`config.mk`:
```
export PLATFORM = sky130hd
export DESIGN_NAME = mcg_global_regs
export DESIGN_NICKNAME = d
export VERILOG_FILES = /design/src/core/mcg_pkg.sv /design/src/core/mcg_global_regs.sv /design/src/core/mcg_status_bits.sv
export VERILOG_INCLUDE_DIRS = /design/src /design/src/core
export SDC_FILE = /design/constraint.sdc
export NUM_CORES = 1
export LEC_CHECK = 0
export ABC_AREA = 1
export ABC_CLOCK_PERIOD_IN_PS = 1400
export BUFFER_PORTS_ARGS = -buffer_cell sky130_fd_sc_hd__buf_2
export CORE_MARGIN = 8
export CORE_UTILIZATION = 47
export CTS_CLUSTER_DIAMETER = 200
export DETAILED_ROUTE_END_ITERATION = 8
export GPL_TIMING_DRIVEN = 0
export HOLD_SLACK_MARGIN = 0.06
export MAX_ROUTING_LAYER = met4
export PLACE_DENSITY = 0.89
export SLEW_MARGIN = 20
export SYNTH_ARGS = -nofsm -noshare
export SYNTH_HDL_FRONTEND = slang
export SYNTH_SLANG_ARGS = --single-unit
```
`constraint.sdc`:
```
create_clock -name i_clk -period 1.4 [get_ports i_clk]
set_input_delay 0.07 -clock i_clk [delete_from_list [all_inputs] [get_ports i_clk]]
set_output_delay 0.07 -clock i_clk [all_outputs]
set_load 0.01 [all_outputs]
```
`src/core/mcg_consts.svh`:
```
// Purpose: constants of the global machine-check registers
// Assumes: register index space, one 64-bit word per index
// Notes:   offsets are register indices
`ifndef MCG_CONSTS_SVH
`define MCG_CONSTS_SVH

`define MCG_IDX_CAPABILITY     12'h179
`define MCG_IDX_GLOBAL_STATUS  12'h17A
`define MCG_IDX_GLOBAL_CONTROL 12'h17B
`define MCG_CAP_COUNT_LSB      0
`define MCG_CAP_COUNT_MSB      7
`define MCG_CAP_CTL_PRESENT    8
`define MCG_STS_RESTART        0
`define MCG_STS_ERROR_PTR      1
`define MCG_STS_IN_PROGRESS    2
`define MCG_STATUS_RESET       64'h0000_0000_0000_0000
`define MCG_CONTROL_RESET      64'hFFFF_FFFF_FFFF_FFFF
`define MCG_CHECK_STREAM_DEPTH 1

`endif

```
`src/core/mcg_pkg.sv`:
```
// Purpose: shared types of the global machine-check registers
// Assumes: nothing
// Notes:   register data are 64 bits wide
package mcg_pkg;
    typedef logic [63:0] mcg_word_t;
    typedef logic [11:0] mcg_index_t;
    typedef enum logic [1:0] {
        MCG_IDLE     = 2'b00,
        MCG_HANDLING = 2'b01,
        MCG_SHUTDOWN = 2'b10
    } mcg_state_t;
endpackage : mcg_pkg

```
`src/core/mcg_global_regs.sv`:
```
// Purpose: per-core global machine-check registers
// Assumes: register port with one-cycle strobes, read data next cycle
// Notes:   registers sit at their indices; unmapped reads return zero
//
// Local design decision: the address-and-strobe port.
`timescale 1ns/1ps
`default_nettype none
`include "mcg_consts.svh"

////////////////////////////////////////////////////////////////////////
// Function
// RQ1 - capability bits 7:0 give the read-only count of error banks
// RQ2 - capability bit 8 shows whether the global control register exists
// RQ3 - status bit 0 set when saved pointer allows a restart
// RQ4 - status bit 1 set when saved pointer is tied to the error
// RQ5 - status bit 2 set whenever a machine check is generated
// RQ6 - check while bit 2 still set enters shutdown instead
// RQ7 - software writes bit 2 to zero after handling the check
// RQ8 - pointer bits update in the same cycle that bit 2 is set
module mcg_global_regs #(
    parameter logic [7:0] BANK_COUNT  = 8'h05,
    parameter bit         HAS_CONTROL = 1'b1
) (
    input  wire logic              i_clk,
    input  wire logic              i_reset,
    input  wire logic [11:0]       i_addr,
    input  wire logic [63:0]       i_wr_data,
    input  wire logic              i_wr,
    input  wire logic              i_rd,
    input  wire logic              i_check,
    input  wire logic              i_restart_ok,
    input  wire logic              i_error_tied,
    output logic      [63:0]       o_rd_data,
    output logic                   o_raise_check,
    output logic                   o_shutdown,
    output logic      [63:0]       o_global_control,
    output logic                   o_check_in_progress
);
    ////////////////////////////////////////////////////////////////////
    // decode and check qualification
    mcg_pkg::mcg_state_t state;
    mcg_pkg::mcg_state_t next_state;
    logic                wr_status;
    logic                wr_control;
    logic                take_check;
    logic                restart_pv;
    logic                error_pv;
    logic                in_progress;
    mcg_pkg::mcg_word_t  capability;
    mcg_pkg::mcg_word_t  status_word;
    mcg_pkg::mcg_word_t  next_rd_data;

    assign wr_status  = i_wr && (i_addr == `MCG_IDX_GLOBAL_STATUS);
    assign wr_control = i_wr && HAS_CONTROL
                        && (i_addr == `MCG_IDX_GLOBAL_CONTROL);
    // a check is only taken while none is pending and not shut down
    assign take_check = i_check && !in_progress && !o_shutdown
                        && (state != mcg_pkg::MCG_SHUTDOWN); // RQ6

    always_comb begin
        capability = 64'h0;
        capability[`MCG_CAP_COUNT_MSB:`MCG_CAP_COUNT_LSB] = BANK_COUNT; // RQ1
        capability[`MCG_CAP_CTL_PRESENT] = HAS_CONTROL; // RQ2
    end

    ////////////////////////////////////////////////////////////////////
    // status bits
    mcg_status_bits u_mcg_status_bits (
        .i_clk                   (i_clk),
        .i_reset                 (i_reset),
        .i_check                 (take_check),
        .i_restart_ok            (i_restart_ok),
        .i_error_tied            (i_error_tied),
        .i_wr                    (wr_status),
        .i_wr_data               (i_wr_data[2:0]),
        .o_restart_pointer_valid (restart_pv),
        .o_error_pointer_valid   (error_pv),
        .o_check_in_progress     (in_progress)
    );

    ////////////////////////////////////////////////////////////////////
    // handling state
    always_comb begin
        next_state = state;
        case (state)
            mcg_pkg::MCG_IDLE: begin
                if (i_check && in_progress) begin
                    next_state = mcg_pkg::MCG_SHUTDOWN; // RQ6
                end else if (take_check) begin
                    next_state = mcg_pkg::MCG_HANDLING;
                end
            end
            mcg_pkg::MCG_HANDLING: begin
                if (i_check && in_progress) begin
                    next_state = mcg_pkg::MCG_SHUTDOWN; // RQ6
                end else if (!in_progress) begin
                    next_state = mcg_pkg::MCG_IDLE;
                end
            end
            mcg_pkg::MCG_SHUTDOWN: begin
                next_state = mcg_pkg::MCG_SHUTDOWN;
            end
            default: begin
                next_state = mcg_pkg::MCG_IDLE;
            end
        endcase
    end

    always_ff @(posedge i_clk) begin
        if (i_reset) begin
            state <= mcg_pkg::MCG_IDLE;
        end else begin
            state <= next_state;
        end
    end

    ////////////////////////////////////////////////////////////////////
    // outputs
    always_ff @(posedge i_clk) begin
        if (i_reset) begin
            o_raise_check <= 1'b0;
            o_shutdown    <= 1'b0;
        end else begin
            o_raise_check <= take_check; // RQ5
            o_shutdown    <= o_shutdown
                             || (i_check && in_progress); // RQ6
        end
    end

    always_ff @(posedge i_clk) begin
        if (i_reset) begin
            o_global_control <= `MCG_CONTROL_RESET;
        end else if (wr_control) begin
            o_global_control <= i_wr_data;
        end
    end

    always_ff @(posedge i_clk) begin
        if (i_reset) begin
            o_check_in_progress <= 1'b0;
        end else begin
            o_check_in_progress <= take_check || (wr_status
                ? i_wr_data[`MCG_STS_IN_PROGRESS] : in_progress); // RQ5
        end
    end

    ////////////////////////////////////////////////////////////////////
    // register read
    always_comb begin
        status_word = 64'h0;
        status_word[`MCG_STS_RESTART]     = restart_pv; // RQ3
        status_word[`MCG_STS_ERROR_PTR]   = error_pv; // RQ4
        status_word[`MCG_STS_IN_PROGRESS] = in_progress; // RQ5
    end

    always_comb begin
        next_rd_data = 64'h0;
        if (i_rd) begin
            case (i_addr)
                `MCG_IDX_CAPABILITY: begin
                    next_rd_data = capability;
                end
                `MCG_IDX_GLOBAL_STATUS: begin
                    next_rd_data = status_word;
                end
                `MCG_IDX_GLOBAL_CONTROL: begin
                    if (HAS_CONTROL) begin
                        next_rd_data = o_global_control;
                    end
                end
                default: begin
                    next_rd_data = 64'h0;
                end
            endcase
        end
    end

    // read data stand for the one cycle after the strobe only
    always_ff @(posedge i_clk) begin
        if (i_reset) begin
            o_rd_data <= 64'h0;
        end else begin
            o_rd_data <= next_rd_data;
        end
    end

    ////////////////////////////////////////////////////////////////////
    // checks
    a_cap_count_read : assert property (@(posedge i_clk) // RQ1
        disable iff (i_reset) (i_rd && i_addr == `MCG_IDX_CAPABILITY)
        |=> o_rd_data[7:0] == BANK_COUNT)
        else $error("capability count wrong");

    a_cap_ctl_bit : assert property (@(posedge i_clk) // RQ2
        disable iff (i_reset) (i_rd && i_addr == `MCG_IDX_CAPABILITY)
        |=> o_rd_data[8] == HAS_CONTROL && o_rd_data[63:9] == 55'h0)
        else $error("capability control bit wrong");

    a_restart_bit_read : assert property (@(posedge i_clk) // RQ3
        disable iff (i_reset) (take_check && !i_rd) ##1
        (i_rd && i_addr == `MCG_IDX_GLOBAL_STATUS && !i_wr)
        |=> o_rd_data[0] == $past(i_restart_ok, 2))
        else $error("restart bit not reported");

    a_error_bit_read : assert property (@(posedge i_clk) // RQ4
        disable iff (i_reset) (take_check && !i_rd) ##1
        (i_rd && i_addr == `MCG_IDX_GLOBAL_STATUS && !i_wr)
        |=> o_rd_data[1] == $past(i_error_tied, 2))
        else $error("error pointer bit not reported");

    a_check_raises : assert property (@(posedge i_clk) // RQ5
        disable iff (i_reset) take_check
        |=> o_raise_check && o_check_in_progress)
        else $error("check not raised");

    a_flag_mirror : assert property (@(posedge i_clk) // RQ5
        disable iff (i_reset) o_check_in_progress == in_progress)
        else $error("in-progress output differs from status");

    a_status_flag_read : assert property (@(posedge i_clk) // RQ5
        disable iff (i_reset) (i_rd && i_addr == `MCG_IDX_GLOBAL_STATUS)
        |=> o_rd_data[2] == $past(o_check_in_progress))
        else $error("in-progress bit not reported");

    a_raise_pulse : assert property (@(posedge i_clk) // RQ5
        disable iff (i_reset) o_raise_check |=> !o_raise_check)
        else $error("raise longer than one cycle");

    a_raise_cause : assert property (@(posedge i_clk) // RQ5
        disable iff (i_reset) o_raise_check
        |-> $past(i_check) && !$past(o_shutdown))
        else $error("raise without a check");

    a_second_shutdown : assert property (@(posedge i_clk) // RQ6
        disable iff (i_reset) (i_check && in_progress)
        |=> o_shutdown && !o_raise_check)
        else $error("second check did not shut down");

    a_shutdown_sticky : assert property (@(posedge i_clk) // RQ6
        disable iff (i_reset) o_shutdown |=> o_shutdown)
        else $error("shutdown left without reset");

    a_shut_no_raise : assert property (@(posedge i_clk) // RQ6
        disable iff (i_reset) o_shutdown |-> !o_raise_check)
        else $error("check raised in shutdown");

    a_shut_ignores : assert property (@(posedge i_clk) // RQ6
        disable iff (i_reset) (i_check && o_shutdown) |=> !o_raise_check)
        else $error("check taken after shutdown");

    a_shutdown_state : assert property (@(posedge i_clk) // RQ6
        disable iff (i_reset) o_shutdown |-> state == mcg_pkg::MCG_SHUTDOWN)
        else $error("shutdown flag without shutdown state");

    a_clear_allows : assert property (@(posedge i_clk) // RQ7
        disable iff (i_reset) (wr_status
        && !i_wr_data[`MCG_STS_IN_PROGRESS] && !i_check && !o_shutdown)
        |=> !o_check_in_progress && !in_progress)
        else $error("in-progress not cleared by write");

    a_same_cycle : assert property (@(posedge i_clk) // RQ8
        disable iff (i_reset) $rose(o_raise_check)
        |-> in_progress && restart_pv == $past(i_restart_ok))
        else $error("status bits not set with check");

    a_pointer_hold : assert property (@(posedge i_clk) // RQ8
        disable iff (i_reset) (!take_check && !wr_status)
        |=> $stable(restart_pv) && $stable(error_pv))
        else $error("pointer bits changed without cause");

    a_ptr_write : assert property (@(posedge i_clk) // RQ3
        disable iff (i_reset) (wr_status && !take_check)
        |=> restart_pv == $past(i_wr_data[`MCG_STS_RESTART])
        && error_pv == $past(i_wr_data[`MCG_STS_ERROR_PTR]))
        else $error("pointer bits not written");

    a_status_upper : assert property (@(posedge i_clk)
        disable iff (i_reset) (i_rd && i_addr == `MCG_IDX_GLOBAL_STATUS)
        |=> o_rd_data[63:3] == 61'h0)
        else $error("status reserved bits not zero");

    a_unmapped_zero : assert property (@(posedge i_clk)
        disable iff (i_reset) (i_rd && i_addr != `MCG_IDX_CAPABILITY
        && i_addr != `MCG_IDX_GLOBAL_STATUS
        && i_addr != `MCG_IDX_GLOBAL_CONTROL) |=> o_rd_data == 64'h0)
        else $error("unmapped read not zero");

    a_rd_idle_zero : assert property (@(posedge i_clk)
        disable iff (i_reset) !i_rd |=> o_rd_data == 64'h0)
        else $error("read data outside read cycle");

    a_control_write : assert property (@(posedge i_clk) // RQ2
        disable iff (i_reset) wr_control
        |=> o_global_control == $past(i_wr_data))
        else $error("control write not stored");

    a_control_hold : assert property (@(posedge i_clk) // RQ2
        disable iff (i_reset) !wr_control |=> $stable(o_global_control))
        else $error("control changed without write");

    c_first_check : cover property (@(posedge i_clk) take_check);
    c_shutdown : cover property (@(posedge i_clk) $rose(o_shutdown));
    c_cleared : cover property (@(posedge i_clk)
        $fell(o_check_in_progress));
    c_control_write : cover property (@(posedge i_clk) wr_control);
    c_check_beats_clear : cover property (@(posedge i_clk)
        take_check && wr_status);
endmodule : mcg_global_regs
`default_nettype wire

```
`src/core/mcg_status_bits.sv`:
```
// Purpose: pointer-validity and in-progress bits of the global status
// Assumes: check event and qualifiers come from the same clock
// Notes:   hardware set wins over software write
`timescale 1ns/1ps
`default_nettype none
`include "mcg_consts.svh"

module mcg_status_bits (
    input  wire logic       i_clk,
    input  wire logic       i_reset,
    input  wire logic       i_check,
    input  wire logic       i_restart_ok,
    input  wire logic       i_error_tied,
    input  wire logic       i_wr,
    input  wire logic [2:0] i_wr_data,
    output logic            o_restart_pointer_valid,
    output logic            o_error_pointer_valid,
    output logic            o_check_in_progress
);
    // pointer bits follow each accepted check
    always_ff @(posedge i_clk) begin
        if (i_reset) begin
            o_restart_pointer_valid <= 1'b0;
            o_error_pointer_valid   <= 1'b0;
        end else if (i_check) begin
            o_restart_pointer_valid <= i_restart_ok; // RQ3 RQ8
            o_error_pointer_valid   <= i_error_tied; // RQ4 RQ8
        end else if (i_wr) begin
            o_restart_pointer_valid <= i_wr_data[`MCG_STS_RESTART];
            o_error_pointer_valid   <= i_wr_data[`MCG_STS_ERROR_PTR];
        end
    end

    // in-progress flag; a check beats a clearing write
    always_ff @(posedge i_clk) begin
        if (i_reset) begin
            o_check_in_progress <= 1'b0;
        end else if (i_check) begin
            o_check_in_progress <= 1'b1; // RQ5 RQ8
        end else if (i_wr) begin
            o_check_in_progress <= i_wr_data[`MCG_STS_IN_PROGRESS]; // RQ7
        end
    end

    a_check_sets_flag : assert property (@(posedge i_clk) // RQ5
        disable iff (i_reset) i_check |=> o_check_in_progress)
        else $error("in-progress not set after check");
    a_pointers_follow : assert property (@(posedge i_clk) // RQ8
        disable iff (i_reset) i_check |=>
        (o_restart_pointer_valid == $past(i_restart_ok)
         && o_error_pointer_valid == $past(i_error_tied)))
        else $error("pointer bits not captured with check");
endmodule : mcg_status_bits
`default_nettype wire

```
======== Word-level counts from Yosys, hierarchy flattened ========
Cells that the tools add are included.
storage, ports and cells
  register bits ........................... 136
  bits of input ports ..................... 83
  output and inout port bits .............. 131
  word-level logic and storage cells ...... 44
operators by class
  equal/unequal tests ..................... 8
  muxes and demuxes ....................... 12
  bitwise gates (word level) .............. 1
  reduce and logical (&&, ||, !) cells .... 14
operators with widths
  operator               count
  $pmux W64 S3           1
  $eq A12 B9 Y1 const B  3
  $mux W2                4
  $logic_and A1 B1 Y1    6
  $mux W1                6
  $ne A3 B3 Y1 const B   2
  $pmux W2 S3            1
  $eq A2 B1 Y1 const B   1
  $eq A2 B2 Y1 const B   1
  $logic_not A1 Y1       2
  $logic_not A2 Y1       1
  $logic_or A1 B1 Y1     2
  $ne A2 B2 Y1 const B   1
  $reduce_and A2 Y1      1
  $reduce_bool A2 Y1     1
  $reduce_or A2 Y1       1
  $not A1 Y1             1

======== Longest topological paths before layout ========
  depth after elaboration ................. 7
  gate-level depth with buffers ........... 10
  depth with buffers taken out ............ 9

======== By module ========
From an unflattened synthesis, not the netlist that was laid out.
second synthesis, totals
  cells, all modules ...................... 534
  area total of the unflattened synthesis .. 4585.6 um2
modules (own cells, without submodules)
  module           times used  cells an instance  area an instance (um2)  sequential area each (um2)
  mcg_global_regs  1           513                4444.3                  2662.6
  mcg_status_bits  1           21                 141.4                   60.1

======== Least setup slack after synthesis ========
No wires, ideal clock.
  path type ............................... reg-to-reg
  start point ............................. reg, netlist name o_check_in_progress
  end point ............................... reg u_mcg_status_bits.o_error_pointer_valid
  setup time .............................. 115 ps
  arrival time ............................ 1034 ps
  data required time ...................... 1285 ps
  path slack .............................. 251 ps
  stages on the path, launching flop included .. 9
  buffers on the path ..................... 0
  clock period less this slack ............ 1149 ps
  path through ............................ dfxtp_1 inv_1 nand3_1 nor2_1 inv_1 nand2_1 nand2_1 a21oi_1 nor2_1
RTL lines
  what                  line                   text
  end signal, assigned  mcg_status_bits.sv:27  o_error_pointer_valid <= i_error_tied;
  end signal, assigned  mcg_status_bits.sv:30  o_error_pointer_valid <= i_wr_data[`MCG_STS_ERROR_PTR];
  end, declared         mcg_status_bits.sv:17  output logic o_error_pointer_valid,

==> results_dict.tcl <==
set metrics [dict create \
    cts_tree "built" \
    ir_worst_vdd_mv 0.723 \
    wl_per_cell_um 16.1 \
    ys_types 23 \
    fin_area_um2 7490 \
    reg2regPathDepth 8 \
    drv_cap 0 \
    num_vias 4670 \
    clkTransAtPathRegs_ns 0.06 \
    grt_usage_pct 22.5 \
    cts_root_buf "clkbuf_8" \
    drt-pass1-iter-count 4 \
    worstMarginPinSlew_ns 0.708 \
    regToRegStartpoint "o_check_in_progress$_SDFF_PP0_" \
    routed_wl_um 15500 \
    die_h_um 118 \
    core.rowCount 37 \
    period_minus_slack_ns 1.26 \
    post-route-period-util_pct 90.2 \
    synth_edf_count 0 \
    crit_fanout 8 \
    ff2ff_setup_slack_ns 0.14 \
    clk_latency_ns 0.50 \
    grt_pass1_vias 4922 \
    clock_sinks 135 \
    io_buffers 213 \
    path_class "flip-flop to flip-flop" \
    synth_nets 592 \
    r2r_end "u_mcg_status_bits.o_error_pointer_valid$_SDFFE_PP0P_" \
    syn_inst 509 \
    initial_core_util_pct 47.8 \
    gp_congestion 0.821 \
    fin_skew_ns 0.00655 \
    leakagePower_nw 3.50 \
    synth.avg_cell_area_um2 9.56 \
    p_per_area_nw_per_um2 1230 \
    async_flop_share_pct 0 \
    cts_setup_buffers 0 \
    syn_area_um2 4860 \
    ios 214 \
    core_um2 10200 \
    endpoint "u_mcg_status_bits.o_error_pointer_valid$_SDFFE_PP0P_" \
    fin_nets 897 \
    status "finished clean" \
    die_x_um 118 \
    dp_hpwl_um 10300 \
    n_fill_cell 708 \
    dieArea_um2 13900 \
    rsz0062_at_grt "no" \
    final_max_slew_viol_count 0 \
    grt_max_degree 17 \
    clock_path_buffers 2 \
    ys_warn_count 0 \
    ys.flop_type "dfxtp_1" \
    yosysSeqAreaShare_pct 55.6 \
    antenna_found_initial 1 \
    end_kind "flip-flop" \
    cp.required_ns 1.79 \
    start_kind "flip-flop" \
    timing.fmax_mhz 792 \
    drtIter0Drc 365 \
    drc_errors 0 \
    syn_to_final_growth_pct 54.1 \
    crit_path_start "o_check_in_progress$_SDFF_PP0_" \
    grt_pass1_wl_um 24800 \
    dpl-instance-area_um2 6100 \
    grt_overflow_total 0 \
    h-tree-depth 4 \
    cp_data_arrival_time_ns 1.66 \
    hold_class "input port to flip-flop" \
    setup_viol 0 \
    drive_gt1_share_pct 41.7 \
    hold_viol_final 0 \
    cts_made_buffers 17 \
    routed_via_density 4.84 \
    slew_headroom_pct 52.8 \
    fin_tns_setup_ns 0 \
    synth-seq-cells 135 \
    ant_nets 0 \
]
stage by stage:
stage	total power, mW	util [%]	worst slack [ns]	std cells	hold slack [ns]
3_3_place_gp	4.26	59.9	-0.175	858	0.268
2_1_floorplan	4.09	-	0.251	509	0.139
3_5_place_dp	4.27	59.9	-0.194	858	0.272
4_1_cts	9.25	73.7	0.0257	965	0.0779
5_1_grt	9.49	73.6	0.00669	964	0.0844
6_report	9.20	73.6	0.137	964	0.0717
cells in the final DEF, fill, tap and decap left out, types with 2 or more instances in the layout:
cell type,count
nand2_2,61
buf_12,5
clkinv_4,5
bufinv_16,5
inv_2,2
dlygate4sd3_1,73
inv_6,2
clkbuf_8,2
nand3_1,61
nor2_4,2
o21ai_0,5
buf_2,213
a21oi_1,5
nor2_2,4
clkbuf_1,14
inv_1,20
nor3b_1,60
nand2_1,93
nor2_1,11
dfxtp_1,135
clkbuf_16,16
buf_6,13
nand3_2,11
report_power, final:
group / internal (mW) / switching (mW)
clock: 3.15 / 1.70
combinational: 0.260 / 0.221
sequential: 3.86 / 0.0111
Yosys cell counts, drive strengths merged, types with 2 or more instances:
| cell type | number | area share (%) |
|---|---|---|
| nand2 | 154 | 15 |
| buf | 19 | 5.4 |
| nor2 | 17 | 1.7 |
| clkinv | 2 | 0.18 |
| a21oi | 5 | 0.51 |
| dfxtp | 135 | 56 |
| o21ai | 5 | 0.51 |
| clkbuf | 13 | 1.0 |
| nor3 | 2 | 0.21 |
| inv | 22 | 1.7 |
| nor3b | 60 | 9.3 |
| nand3 | 72 | 8.5 |
layout make-up:
class	instances	area [um^2]	area share, %
repair buffers	286	1800	24.0
diodes	1	2.50	0.0334
multi-input cells	318	1770	23.6
flip-flops and latches	135	2700	36.1
inverters	24	91.3	1.22
plain buffers	32	310	4.14
clock inverters	13	219	2.92
well taps	136	170	2.27
clock buffers	19	432	5.76
how the worst min path moves through the flow:
stage                  startpoint                                end  slack, ns  cells past startpoint
floorplan                 i_reset              o_shutdown$_SDFF_PP0_       0.14                      1
CTS                     i_addr[1]            o_rd_data[2]$_SDFF_PP0_       0.08                      6
finish                  i_addr[6]            o_rd_data[8]$_SDFF_PP0_       0.07                      7
global route            i_addr[6]            o_rd_data[8]$_SDFF_PP0_       0.08                      7
detailed placement  i_wr_data[34]  o_global_control[34]$_SDFFE_PP1P_       0.27                      3
global placement    i_wr_data[19]  o_global_control[19]$_SDFFE_PP1P_       0.27                      3
registers in the layout, summed over array words and instances, names as in the netlist:
signal                                     count
o_rd_data                                     64
o_global_control                              64
o_shutdown                                     1
state                                          2
u_mcg_status_bits.o_error_pointer_valid        1
o_check_in_progress                            1
o_raise_check                                  1
u_mcg_status_bits.o_restart_pointer_valid      1
routing by layer:
metal / vias up / part of all wire [%] / global-route usage (%)
met3: 52 / 5.8 / 6.67
li1: 2261 / - / -
met2: 187 / 50 / 38.1
met5: - / 0 / -
met4: 0 / 4.2 / 11.0
met1: 2170 / 40 / 23.5
cell families after synthesis:
kind of cell           after synthesis  synth area share, %
DFF                                135                 55.6
and+or+nand+nor                    306                 34.9
buffers and inverters               56                 8.26
AOI/OAI and AO/OA                   12                 1.31
critical path: stages, from the launching register on:
cell and delay (ns):
dfxtp_1 0.35, inv_1 0.11, nand3_1 0.11, nor2_2 0.16
inv_2 0.10, nand2_1 0.07, nand2_1 0.06, a21oi_1 0.13
nor2_1 0.07
repair_timing:
action | 4_1_cts | 5_1_grt
resized for setup | 0 | 4
setup endpoints to repair | 0 | 3
hold buffers | 75 | 0
endpoints found under the hold margin | 72 | 0
Power figures use the tool's default switching activity.
